### src/pkg/ocd_consts.vh
`ifndef OCD_CONSTS_VH
`define OCD_CONSTS_VH

// ============================================================
// Register byte offsets on the AHB-Lite slave.
`define OCD_OFS_RATIO0      8'h00
`define OCD_OFS_RATIO1      8'h04
`define OCD_OFS_RATIO2      8'h08
`define OCD_OFS_RATIO3      8'h0C
`define OCD_OFS_MODAL0      8'h10
`define OCD_OFS_MODAL1      8'h14
`define OCD_OFS_MODAL2      8'h18
`define OCD_OFS_MODAL3      8'h1C
`define OCD_OFS_GLOBAL      8'h20
`define OCD_OFS_CTRL        8'h24
`define OCD_OFS_STATUS      8'h28
`define OCD_OFS_ACTIVE      8'h2C
`define OCD_OFS_BW_HZ       8'h30

// ============================================================
// Word indices of the register offsets above.
`define OCD_IDX_RATIO0      6'h00
`define OCD_IDX_MODAL0      6'h04
`define OCD_IDX_GLOBAL      6'h08
`define OCD_IDX_CTRL        6'h09
`define OCD_IDX_STATUS      6'h0A
`define OCD_IDX_ACTIVE      6'h0B
`define OCD_IDX_BW_HZ       6'h0C

// ============================================================
// Modal word field positions, one bit each.
`define OCD_MOD_SHIFT0      0
`define OCD_MOD_SHIFT1      1
`define OCD_MOD_AUX0        2
`define OCD_MOD_AUX1        3
`define OCD_MOD_AUTO        4
`define OCD_MOD_BITS        5

// ============================================================
// Global word field positions; the two 3-bit fields give only their end bits.
`define OCD_GLB_SKIP        0
`define OCD_GLB_UNLDRV      1
`define OCD_GLB_OUTUNL      2
`define OCD_GLB_FORMAT      3
`define OCD_GLB_M2F0        4
`define OCD_GLB_M2F2        6
`define OCD_GLB_BW0         7
`define OCD_GLB_BW2         9
`define OCD_GLB_BITS        10

// ============================================================
// Control and status bit positions, reset values and counts.
`define OCD_CTRL_RELOAD     0
`define OCD_STS_VALID       0
`define OCD_STS_LOADING     1
`define OCD_STS_SET0        2
`define OCD_STS_SET1        3
`define OCD_BLANK_WORD      32'h0000_0000
`define OCD_LOAD_LAST       4'h8
`define OCD_BW_BASE_HZ      8'h01
`define OCD_FMT_HIGH_MULT   1'b0
`define OCD_FMT_HIGH_RES    1'b1

`endif

### src/rtl/ocd_otp_ratio_config_decode.v
// What this block does
// The 3-bit bandwidth code gives a minimum locked bandwidth of 1 Hz doubling per step to 128 Hz.
// With the high-resolution format the ratio is unsigned 12.20 fixed point.
// With the high-multiplication format the ratio is unsigned 20.12 fixed point.
// Four user ratios, indexed zero to three, are kept in one-time storage, one per modal set.
// Every parameter besides the ratios is stored as separate single bits.
// The global format bit picks 20.12 when 0 and 12.20 when 1 for the indexed ratio.
// The two set-select mode pins choose the active modal set and its ratio.
// After reset release all stored bits are loaded into holding registers and then held constant until a reload is requested.
`timescale 1ns/1ps
`default_nettype none
`include "ocd_consts.vh"

module ocd_otp_ratio_config_decode #(
    parameter ADDR_W = 8
) (
    input  wire              hclk,
    input  wire              hresetn,
    input  wire              clk_en,
    input  wire              hsel,
    input  wire [ADDR_W-1:0] haddr,
    input  wire [1:0]        htrans,
    input  wire              hwrite,
    input  wire [2:0]        hsize,
    input  wire              hready,
    input  wire [31:0]       hwdata,
    output reg  [31:0]       hrdata,
    output wire              hreadyout,
    output wire              hresp,
    input  wire [1:0]        mode_pin,
    output reg               config_valid,
    output reg  [1:0]        active_set,
    output reg  [31:0]       user_ratio,
    output reg  [39:0]       ratio_q20_20,
    output reg               ratio_format_sel,
    output reg  [1:0]        ratio_shift_sel,
    output reg  [1:0]        aux_source_sel,
    output reg               auto_shift_en,
    output reg  [2:0]        mode2_pin_function,
    output reg               pulse_skip_tolerance_en,
    output reg               unlock_flag_drive_cfg,
    output reg               output_on_unlock_en,
    output reg  [2:0]        ref_loop_bw_code,
    output reg  [7:0]        ref_loop_bw_hz
);

    // ============================================================
    // Loader states, one-hot so the status word can read the loading
    // flag straight from one state bit without a decoder.
    localparam [2:0] ST_IDLE = 3'b001;
    localparam [2:0] ST_LOAD = 3'b010;
    localparam [2:0] ST_DONE = 3'b100;

    // ============================================================
    // Storage and holding declarations. Storage models the fuse array; the
    // holding copies are what the decode reads, so the two can differ
    // until a reload.
    reg  [31:0]               store_ratio [0:3];
    reg  [`OCD_MOD_BITS-1:0]  store_modal [0:3];
    wire [`OCD_GLB_BITS-1:0]  store_global;
    reg  [31:0]               hold_ratio  [0:3];
    reg  [`OCD_MOD_BITS-1:0]  hold_modal  [0:3];
    reg  [`OCD_GLB_BITS-1:0]  hold_global;
    reg  [2:0]                state_reg;
    reg  [3:0]                load_idx_reg;
    reg  [1:0]                pin_s1_reg;
    reg  [1:0]                pin_s2_reg;
    reg  [1:0]                pin_s3_reg;
    reg  [1:0]                set_reg;
    reg                       dph_wr_reg;
    reg  [5:0]                dph_idx_reg;
    reg  [31:0]               rd_next;
    wire                      addr_ok;
    wire [5:0]                a_idx;
    wire                      wr_now;
    wire                      reload_req;
    integer                   k;

    // ============================================================
    // AHB-Lite slave: zero wait states, always OKAY; a frozen clock
    // enable stretches the phase so no transfer is lost.
    // Transfer size is not decoded: every register is one whole word,
    // so a narrower access would still act on the full word.
    assign hreadyout  = clk_en;
    assign hresp      = 1'b0;
    assign addr_ok    = hsel & hready & htrans[1];
    assign a_idx      = haddr[7:2];
    assign wr_now     = dph_wr_reg & clk_en;
    assign reload_req = wr_now & (dph_idx_reg == `OCD_IDX_CTRL) & hwdata[`OCD_CTRL_RELOAD];

    // Capture the address phase for the following data phase.
    // Only the write flag and word index are kept; read data is taken
    // in the address phase instead, so reads need no captured state.
    always @(posedge hclk or negedge hresetn) begin
        if (!hresetn) begin
            dph_wr_reg  <= 1'b0;
            dph_idx_reg <= 6'h00;
        end else if (clk_en) begin
            dph_wr_reg  <= addr_ok & hwrite;
            dph_idx_reg <= a_idx;
        end
    end

    // ============================================================
    // One-time storage: programming may only set bits, as a fuse does,
    // so a second write can never clear what was burned before.
    // The reset clearing is only a stand-in for an unburned array, so
    // each run can start from blank storage.
    always @(posedge hclk or negedge hresetn) begin
        if (!hresetn) begin
            for (k = 0; k < 4; k = k + 1) begin
                store_ratio[k] <= `OCD_BLANK_WORD;
                store_modal[k] <= {`OCD_MOD_BITS{1'b0}};
            end
        end else if (wr_now) begin
            for (k = 0; k < 4; k = k + 1) begin
                if (dph_idx_reg == (`OCD_IDX_RATIO0 + k[5:0])) begin
                    store_ratio[k] <= store_ratio[k] | hwdata;
                end
                if (dph_idx_reg == (`OCD_IDX_MODAL0 + k[5:0])) begin
                    store_modal[k] <= store_modal[k] | hwdata[`OCD_MOD_BITS-1:0];
                end
            end
        end
    end

    // Each global parameter bit is its own fuse cell.
    // A write can only burn cells whose data bit is one; zero bits
    // leave the cell as it was.
    genvar g;
    generate
        for (g = 0; g < `OCD_GLB_BITS; g = g + 1) begin : g_glb
            reg bit_reg;
            always @(posedge hclk or negedge hresetn) begin
                if (!hresetn) begin
                    bit_reg <= 1'b0;
                end else if (wr_now && (dph_idx_reg == `OCD_IDX_GLOBAL) && hwdata[g]) begin
                    bit_reg <= 1'b1;
                end
            end
            assign store_global[g] = bit_reg;
        end
    endgenerate

    // ============================================================
    // Loader: walks the nine stored words into the holding registers
    // once after reset; holding values then stay fixed until a reload.
    // Storage written after the load is not seen by the decode until
    // software asks for a reload, which keeps the PLL settings steady.
    always @(posedge hclk or negedge hresetn) begin
        if (!hresetn) begin
            state_reg    <= ST_IDLE;
            load_idx_reg <= 4'h0;
            config_valid <= 1'b0;
            hold_global  <= {`OCD_GLB_BITS{1'b0}};
            for (k = 0; k < 4; k = k + 1) begin
                hold_ratio[k] <= `OCD_BLANK_WORD;
                hold_modal[k] <= {`OCD_MOD_BITS{1'b0}};
            end
        end else if (clk_en) begin
            case (state_reg)
                ST_IDLE: begin
                    state_reg    <= ST_LOAD;
                    load_idx_reg <= 4'h0;
                end
                ST_LOAD: begin
                    if (load_idx_reg < 4'h4) begin
                        hold_ratio[load_idx_reg[1:0]] <= store_ratio[load_idx_reg[1:0]];
                    end else if (load_idx_reg < `OCD_LOAD_LAST) begin
                        hold_modal[load_idx_reg[1:0]] <= store_modal[load_idx_reg[1:0]];
                    end else begin
                        hold_global <= store_global;
                    end
                    if (load_idx_reg == `OCD_LOAD_LAST) begin
                        state_reg    <= ST_DONE;
                        config_valid <= 1'b1;
                    end else begin
                        load_idx_reg <= load_idx_reg + 4'h1;
                    end
                end
                ST_DONE: begin
                    if (reload_req) begin
                        state_reg    <= ST_LOAD;
                        load_idx_reg <= 4'h0;
                        config_valid <= 1'b0;
                    end
                end
                default: begin
                    state_reg <= ST_IDLE;
                end
            endcase
        end
    end

    // ============================================================
    // Set-select pins come from outside: three stages, and a new
    // value is taken only once the second and third stages agree.
    // The pins are held levels, so the extra stage costs one cycle of
    // delay and filters a single-cycle glitch on either pin.
    always @(posedge hclk or negedge hresetn) begin
        if (!hresetn) begin
            pin_s1_reg <= 2'b00;
            pin_s2_reg <= 2'b00;
            pin_s3_reg <= 2'b00;
            set_reg    <= 2'b00;
        end else if (clk_en) begin
            pin_s1_reg <= mode_pin;
            pin_s2_reg <= pin_s1_reg;
            pin_s3_reg <= pin_s2_reg;
            if (pin_s2_reg == pin_s3_reg) begin
                set_reg <= pin_s3_reg;
            end
        end
    end

    // ============================================================
    // Decode outputs, registered so the PLL sees clean levels. The ratio
    // is widened to a common 20.20 form so the PLL needs one datapath.
    // Every output but active_set is taken from the holding copies, never straight from
    // storage, so a fuse write cannot disturb a running PLL.
    always @(posedge hclk or negedge hresetn) begin
        if (!hresetn) begin
            active_set              <= 2'b00;
            user_ratio              <= `OCD_BLANK_WORD;
            ratio_q20_20            <= 40'h00_0000_0000;
            ratio_format_sel        <= `OCD_FMT_HIGH_MULT;
            ratio_shift_sel         <= 2'b00;
            aux_source_sel          <= 2'b00;
            auto_shift_en           <= 1'b0;
            mode2_pin_function      <= 3'b000;
            pulse_skip_tolerance_en <= 1'b0;
            unlock_flag_drive_cfg   <= 1'b0;
            output_on_unlock_en     <= 1'b0;
            ref_loop_bw_code        <= 3'b000;
            ref_loop_bw_hz          <= `OCD_BW_BASE_HZ;
        end else if (clk_en) begin
            active_set       <= set_reg;
            user_ratio       <= hold_ratio[set_reg];
            ratio_format_sel <= hold_global[`OCD_GLB_FORMAT];
            if (hold_global[`OCD_GLB_FORMAT] == `OCD_FMT_HIGH_RES) begin
                ratio_q20_20 <= {8'h00, hold_ratio[set_reg]};
            end else begin
                ratio_q20_20 <= {hold_ratio[set_reg], 8'h00};
            end
            ratio_shift_sel         <= hold_modal[set_reg][`OCD_MOD_SHIFT1:`OCD_MOD_SHIFT0];
            aux_source_sel          <= hold_modal[set_reg][`OCD_MOD_AUX1:`OCD_MOD_AUX0];
            auto_shift_en           <= hold_modal[set_reg][`OCD_MOD_AUTO];
            mode2_pin_function      <= hold_global[`OCD_GLB_M2F2:`OCD_GLB_M2F0];
            pulse_skip_tolerance_en <= hold_global[`OCD_GLB_SKIP];
            unlock_flag_drive_cfg   <= hold_global[`OCD_GLB_UNLDRV];
            output_on_unlock_en     <= hold_global[`OCD_GLB_OUTUNL];
            ref_loop_bw_code        <= hold_global[`OCD_GLB_BW2:`OCD_GLB_BW0];
            ref_loop_bw_hz          <= `OCD_BW_BASE_HZ << hold_global[`OCD_GLB_BW2:`OCD_GLB_BW0];
        end
    end

    // ============================================================
    // Read mux: storage reads back the fuse state, other words show
    // the loader and decode state; unmapped words read zero.
    // Reading storage shows what is burned even before a reload, which
    // lets software verify a write before it commits it.
    always @* begin
        rd_next = 32'h0000_0000;
        case (a_idx)
            6'h00, 6'h01, 6'h02, 6'h03: begin
                rd_next = store_ratio[a_idx[1:0]];
            end
            6'h04, 6'h05, 6'h06, 6'h07: begin
                rd_next = {27'h000_0000, store_modal[a_idx[1:0]]};
            end
            `OCD_IDX_GLOBAL: begin
                rd_next = {22'h00_0000, store_global};
            end
            `OCD_IDX_STATUS: begin
                rd_next[`OCD_STS_VALID]   = config_valid;
                rd_next[`OCD_STS_LOADING] = state_reg[1];
                rd_next[`OCD_STS_SET1:`OCD_STS_SET0] = active_set;
            end
            `OCD_IDX_ACTIVE: begin
                rd_next = user_ratio;
            end
            `OCD_IDX_BW_HZ: begin
                rd_next = {24'h00_0000, ref_loop_bw_hz};
            end
            default: begin
                rd_next = 32'h0000_0000;
            end
        endcase
    end

    // Read data is latched in the address phase and stands in the data phase.
    // Taking it a cycle early keeps the data phase free of the read mux,
    // and the value stands until the next read is accepted.
    always @(posedge hclk or negedge hresetn) begin
        if (!hresetn) begin
            hrdata <= 32'h0000_0000;
        end else if (clk_en && addr_ok && !hwrite) begin
            hrdata <= rd_next;
        end
    end

endmodule // ocd_otp_ratio_config_decode
`default_nettype wire

### config.mk
export PLATFORM = sky130hd
export DESIGN_NAME = ocd_otp_ratio_config_decode
export DESIGN_NICKNAME = d
export VERILOG_FILES = /design/src/rtl/ocd_otp_ratio_config_decode.v
export VERILOG_INCLUDE_DIRS = /design/src /design/src/pkg
export SDC_FILE = /design/constraint.sdc
export NUM_CORES = 1
export LEC_CHECK = 0
export ABC_CLOCK_PERIOD_IN_PS = 2200
export BUFFER_PORTS_ARGS = -buffer_cell sky130_fd_sc_hd__buf_2
export CAP_MARGIN = 10
export CELL_PAD_IN_SITES_DETAIL_PLACEMENT = 0
export CELL_PAD_IN_SITES_GLOBAL_PLACEMENT = 2
export CORE_ASPECT_RATIO = 0.6
export CORE_MARGIN = 2
export CORE_UTILIZATION = 43
export CTS_CLUSTER_SIZE = 14
export DETAILED_ROUTE_END_ITERATION = 7
export PLACE_DENSITY_LB_ADDON = 0.1
export SYNTH_ARGS = -nofsm -noshare
export SYNTH_HDL_FRONTEND = slang
export SYNTH_SLANG_ARGS = --single-unit
### constraint.sdc
create_clock -name hclk -period 2.2 [get_ports hclk]
set_input_delay 0.44 -clock hclk [delete_from_list [all_inputs] [get_ports hclk]]
set_output_delay 0.44 -clock hclk [all_outputs]
set_load 0.03 [all_outputs]
# Yosys cells after proc, flatten, opt, wreduce, memory -nomap -nowiden
# Cells that the tools add are included.
[word_totals]
regBits = 468
wordCells = 177
out_inout_bits = 132
input_bits = 53
[op_classes]
mux = 36
n_lt_le_gt_ge = 6
n_bitwise = 19
reduce_logical = 36
eq_ne = 28
n_shift = 1
add_sub_neg = 1
[ops]
columns = ["operator", "n"]
rows = [
  ["32-bit two-way mux", 7],
  ["32-bit binary-select mux with 2-bit select", 3],
  ["28-bit case mux with 5 select lines", 1],
  ["128-bit bitwise mux", 1],
  ["32-bit bitwise OR", 4],
  ["32-bit demux with 2-bit select", 1],
  ["6-bit by 3-bit == test with 1-bit output, second input constant", 8],
  ["40-bit two-way mux", 1],
  ["6-bit by 4-bit == test with 1-bit output, second input constant", 6],
  ["5-bit two-way mux", 7],
  ["5-bit binary-select mux with 2-bit select", 3],
  ["6-bit by 2-bit == test with 1-bit output, second input constant", 4],
  ["4-bit case mux with 6 select lines", 1],
  ["20-bit bitwise mux", 1],
  ["5-bit bitwise OR", 4],
  ["2-bit AND reduction", 9],
  ["4-bit AND reduction", 4],
  ["1-bit logical AND", 14],
  ["6-bit by 1-bit == test with 1-bit output, second input constant", 2],
  ["6-bit zero test", 2],
  ["4-bit case mux with 3 select lines", 1],
  ["5-bit demux with 2-bit select", 1],
  ["3-bit greater-or-equal comparator, second input constant", 3],
  ["2-bit inverter with 3-bit output", 3],
  ["23 further kinds", 36],
]

# Depth between registers and ports, before layout
[depth]
ltp_word = 6
depth_mapped = 8
mapped_depth_nobuf = 6

# Worst setup path before layout
# Ideal clock, no wire load.
[synth_path]
path_type = "flip-flop to flip-flop"
startpoint = "register load_idx_reg[0]"
endpoint = "register hold_ratio[100] (netlist name)"
synth_period_minus_slack_ns = 1.899
required_time_ns = 2.075
setup_ns = 0.125
arrival_ns = 1.775
n_path_buf = 3
stages_incl_launch_ff = 8
slack_ns = 0.301
cell_sequence = "dfrtp_1 -> clkbuf_1 -> buf_2 -> inv_1 -> ha_1 -> nand4_1 -> buf_2 -> mux2_2"
[synth_via]
elab_chain_len = 6
word_cells_on_any_way = 12
cone_classes = "order compare (3); mux (6); bitwise (1); reduce/logical (2)"
[synth_rtl]
columns = ["item", "line_no", "rtl"]
rows = [
  ["start: declaration", "ocd_otp_ratio_config_decode.v:65", "reg [3:0] load_idx_reg;"],
  ["start signal: assignment", "ocd_otp_ratio_config_decode.v:178", "load_idx_reg <= load_idx_reg + 4'h1;"],
  ["2-bit inverter with 3-bit output (not written as such)", "ocd_otp_ratio_config_decode.v:168", "hold_ratio[load_idx_reg[1:0]] <= store_ratio[load_idx_reg[1:0]];"],
  ["3-bit greater-or-equal comparator (not written as such) or 3-bit by 1-bit less-than comparator with 1-bit output (tied branches)", "ocd_otp_ratio_config_decode.v:168", ""],
  ["1-bit logical AND (not written as such)", "ocd_otp_ratio_config_decode.v:168", ""],
  ["32-bit two-way mux (not written as such)", "ocd_otp_ratio_config_decode.v:168", ""],
  ["32-bit demux with 2-bit select", "ocd_otp_ratio_config_decode.v:168", ""],
  ["128-bit bitwise mux", "ocd_otp_ratio_config_decode.v:168", ""],
  ["end signal: indexed assignment", "ocd_otp_ratio_config_decode.v:157", "hold_ratio[k] <= `OCD_BLANK_WORD;"],
  ["end signal: indexed assignment", "ocd_otp_ratio_config_decode.v:168", ""],
  ["end: declaration", "ocd_otp_ratio_config_decode.v:61", "reg [31:0] hold_ratio [0:3];"],
]
# Several ways; a longest one is shown, not always the timed one. The select of a mux whose other input is x is not followed.
# A chain may end at the register's enable or synchronous reset.

# Worst setup path after layout
[layout_path]
startpoint = "register set_reg[0]"
endpoint = "register ratio_q20_20[8]"
[layout_via]
elab_chain_len = 5
[layout_rtl]
columns = ["item", "line_no", "rtl"]
rows = [
  ["start: declaration", "ocd_otp_ratio_config_decode.v:69", "reg [1:0] set_reg;"],
  ["start signal: assignment", "ocd_otp_ratio_config_decode.v:211", "set_reg <= pin_s3_reg;"],
  ["2-bit inverter with 3-bit output (not written as such)", "ocd_otp_ratio_config_decode.v:241, ocd_otp_ratio_config_decode.v:243", ""],
  ["32-bit binary-select mux with 2-bit select", "ocd_otp_ratio_config_decode.v:241, ocd_otp_ratio_config_decode.v:243", ""],
  ["32-bit two-way mux (not written as such) (2 in a row)", "ocd_otp_ratio_config_decode.v:241, ocd_otp_ratio_config_decode.v:243", ""],
  ["40-bit two-way mux", "ocd_otp_ratio_config_decode.v:240", "if (hold_global[`OCD_GLB_FORMAT] == `OCD_FMT_HIGH_RES) begin"],
  ["end signal: assignment", "ocd_otp_ratio_config_decode.v:241", "ratio_q20_20 <= {8'h00, hold_ratio[set_reg]};"],
  ["end signal: assignment", "ocd_otp_ratio_config_decode.v:243", "ratio_q20_20 <= {hold_ratio[set_reg], 8'h00};"],
  ["end: declaration", "ocd_otp_ratio_config_decode.v:34", "output reg [39:0] ratio_q20_20,"],
]
# Every way passes these cells. The select of a mux whose other input is x is not followed.

==> results.sh <==
export IMPL_port_buffers=177
export IMPL_start_kind="register"
export IMPL_root_buffer="clkbuf_16"
export IMPL_fin_crit_ns=1.92
export IMPL_p_per_area_nw_per_um2=937
export IMPL_htreeDepth=2
export IMPL_clk_latency_ns=0.57
export IMPL_fin_nets=1656
export IMPL_synth_edf_count=0
export IMPL_grt_max_degree=95
export IMPL_hp_class="in -> reg"
export IMPL_place_gp_congestion=0.760
export IMPL_cp_arrival_ns=2.35
export IMPL_synth_nets=1465
export IMPL_clock_skew_final_ns=0.0220
export IMPL_area_delta_synth_final_pct=17.7
export IMPL_setup_tns_ns=0
export IMPL_crit_fanout=24
export IMPL_syn_area_sq_um=20500
export IMPL_synthFlopType="dfrtp_1"
export IMPL_core_sq_um=46600
export IMPL_grt_overflow_total=0
export IMPL_start_util=0.439
export IMPL_max_slew_worst_pin_slew_ns=0.647
export IMPL_setup_slack_ns=0.278
export IMPL_clock_sinks=468
export IMPL_largest_registers="hold_ratio x128, store_ratio x128, ratio_q20_20 x40"
export IMPL_dpl_hpwl_um=37600
export IMPL_ir_drop_v=0.000772
export IMPL_grt_pass1_vias=13710
export IMPL_critPathCaptureType="register"
export IMPL_cts_setup_buffers=0
export IMPL_grt_pass1_wl_um=87900
export IMPL_clk_pin_slew_worst_paths_ns=0.07
export IMPL_antenna_found_initial=5
export IMPL_setup_viol=0
export IMPL_drv_cap=0
export IMPL_synth_top_cell_area_share=0.570
export IMPL_drt_wl_total_um=57100
export IMPL_cts_buffer_depth=3
export IMPL_synth_seq_cells=468
export IMPL_core_rowCount=61
export IMPL_vias=13033
export IMPL_post_route_util=0.517
export IMPL_ant_nets=0
export IMPL_finalCritPeriodShare=0.874
export IMPL_synthArstFlopShare=1.00
export IMPL_avgViaCountPerCell=5.75
export IMPL_synth_seq_area_share=0.572
export IMPL_slew_headroom=0.568
export IMPL_status="finished clean"
export IMPL_finalHoldViolCount=0
export IMPL_grtUsageTotal=0.235
export IMPL_fmax_mhz=520
export IMPL_worstPathRequired_ns=2.63
export IMPL_wl_per_cell_um=25.2
export IMPL_drcViolationCount=0
export IMPL_synth_avg_cell_area_sq_um=14.5
export IMPL_synth_cells=1408
export IMPL_drive_gt1_frac=0.405
export IMPL_cts_buffers=45
export IMPL_ys_warnings_count=0
export IMPL_dieArea_sq_um=49400
export IMPL_leakagePower_nw=12.7
export IMPL_dp_worst_setup_slack_ns=0.137
export IMPL_die_h_um=173
export IMPL_rsz0062_at_grt="no"
export IMPL_synth_largest_area_cell="dfrtp_1"
export IMPL_ys_types=57
export IMPL_drt_pre_antenna_iters=7
export IMPL_path_class="reg -> reg"
export IMPL_finalMaxSlewViolations=0
export IMPL_ios=185
export IMPL_tritoncts="built"
export IMPL_synthTopCellsByArea="dfrtp_1 (57%), mux4_2 (12%), mux2_2 (12%), a21o_1 (5.9%), mux2i_1 (1.4%)"
export IMPL_die_w_um=286
export IMPL_drtIter0Drc=895
==> critical path: stages, from the launching register on <==
cell and delay (ns):
dfrtp_2 0.46, buf_12 0.26, mux4_2 0.68, mux2i_1 0.24, a21oi_1 0.09
==> routing by layer <==
| metal | up-vias | share of wire | GRT usage | wire (um) |
|---|---|---|---|---|
| met5 | - | 0 | 0 | 0 |
| met1 | 7057 | 0.50 | 0.370 | 28300 |
| met4 | 0 | 0.016 | 0.0506 | 936 |
| li1 | 5612 | - | - | - |
| met2 | 303 | 0.43 | 0.335 | 24800 |
| met3 | 61 | 0.054 | 0.0446 | 3070 |
==> cells in the mapped netlist, types with 25 or more instances <==
master and n:
mux2i_1 29, inv_1 30, nand2_1 51, mux4_2 111, a21o_1 161, o21ai_0 25, a21oi_1 34, mux2_2 213
dfrtp_1 466, clkbuf_1 42, a22oi_1 26, nor2_1 45
==> repair_timing <==
action	CTS	global route
gates resized for setup	0	0
hold buffers	1	0
endpoints found under the hold margin	19	0
setup endpoints to repair	0	0
==> per-stage QoR <==
step	hold slack [ns]	instance area, sq um	instances	power [mW]
4_1_cts	0.0893	24100	2265	22.8
3_3_place_gp	0.338	22500	2181	14.3
6_report	0.114	24100	2266	22.6
5_1_grt	0.103	24100	2266	23.6
2_1_floorplan	0.144	20500	1408	12.6
3_5_place_dp	0.339	22500	2181	14.4
==> kinds of logic (layout without fill, tap and decap cells) <==
logic type / count (synthesis) / count (layout) / synth area share
adders and majority gates: 4 / 4 / 0.00244
muxes: 359 / 359 / 0.257
buffers and inverters: 126 / 353 / 0.0290
and+or+nand+nor: 149 / 149 / 0.0378
other: 1 / 2 / 0.000183
DFF: 468 / 468 / 0.572
AOI/OAI and AO/OA: 298 / 298 / 0.101
xor gates and xnor gates: 3 / 3 / 0.00128
==> path summary, 6_finish.rpt <==
check	slack (ns)	to	cells after the start	from
worst min-delay path	0.11	pin_s1_reg[0]$_DFFE_PN0P_	2	mode_pin[0]
max in group asynchronous	0.99	ratio_q20_20[23]$_DFFE_PN0P_	3	hresetn
worst min register to register	0.47	store_ratio[15]$_DFFE_PN0P_	1	store_ratio[15]$_DFFE_PN0P_
worst max register to register	0.28	ratio_q20_20[8]$_DFFE_PN0P_	4	set_reg[0]$_DFFE_PN0P_
min in group asynchronous	0.36	auto_shift_en$_DFFE_PN0P_	2	hresetn
worst max-delay path	0.28	ratio_q20_20[8]$_DFFE_PN0P_	4	set_reg[0]$_DFFE_PN0P_
==> placed cells by master (no fill, tap or decap), types with 9 or more instances in the layout <==
master       n
a21o_1     161
a21oi_1     34
a22oi_1     26
buf_12      25
buf_2      174
buf_4       38
clkbuf_16   47
clkbuf_8    17
clkinv_2     9
dfrtp_1    462
inv_1       30
mux2_2     213
mux2i_1     29
mux4_2     111
nand2_1     51
nor2_1      41
o21ai_0     25
o21ai_1     18
==> power by group <==
part,total (mW),internal (mW),switching [mW]
clock network,8.36,4.94,3.42
registers,9.90,9.34,0.564
logic,4.31,1.74,2.57
==> cell type report <==
type / instances / area [sq um]
timing repair buffer: 240 / 1690
clock buffer: 69 / 1430
tap: 630 / 788
antenna: 1 / 2.50
inverter: 30 / 113
sequential: 468 / 11700
clock inverter: 14 / 174
multi-input combinational: 814 / 8190
fill: 4039 / 22500
No activity file was read; power rests on OpenSTA's default activity.
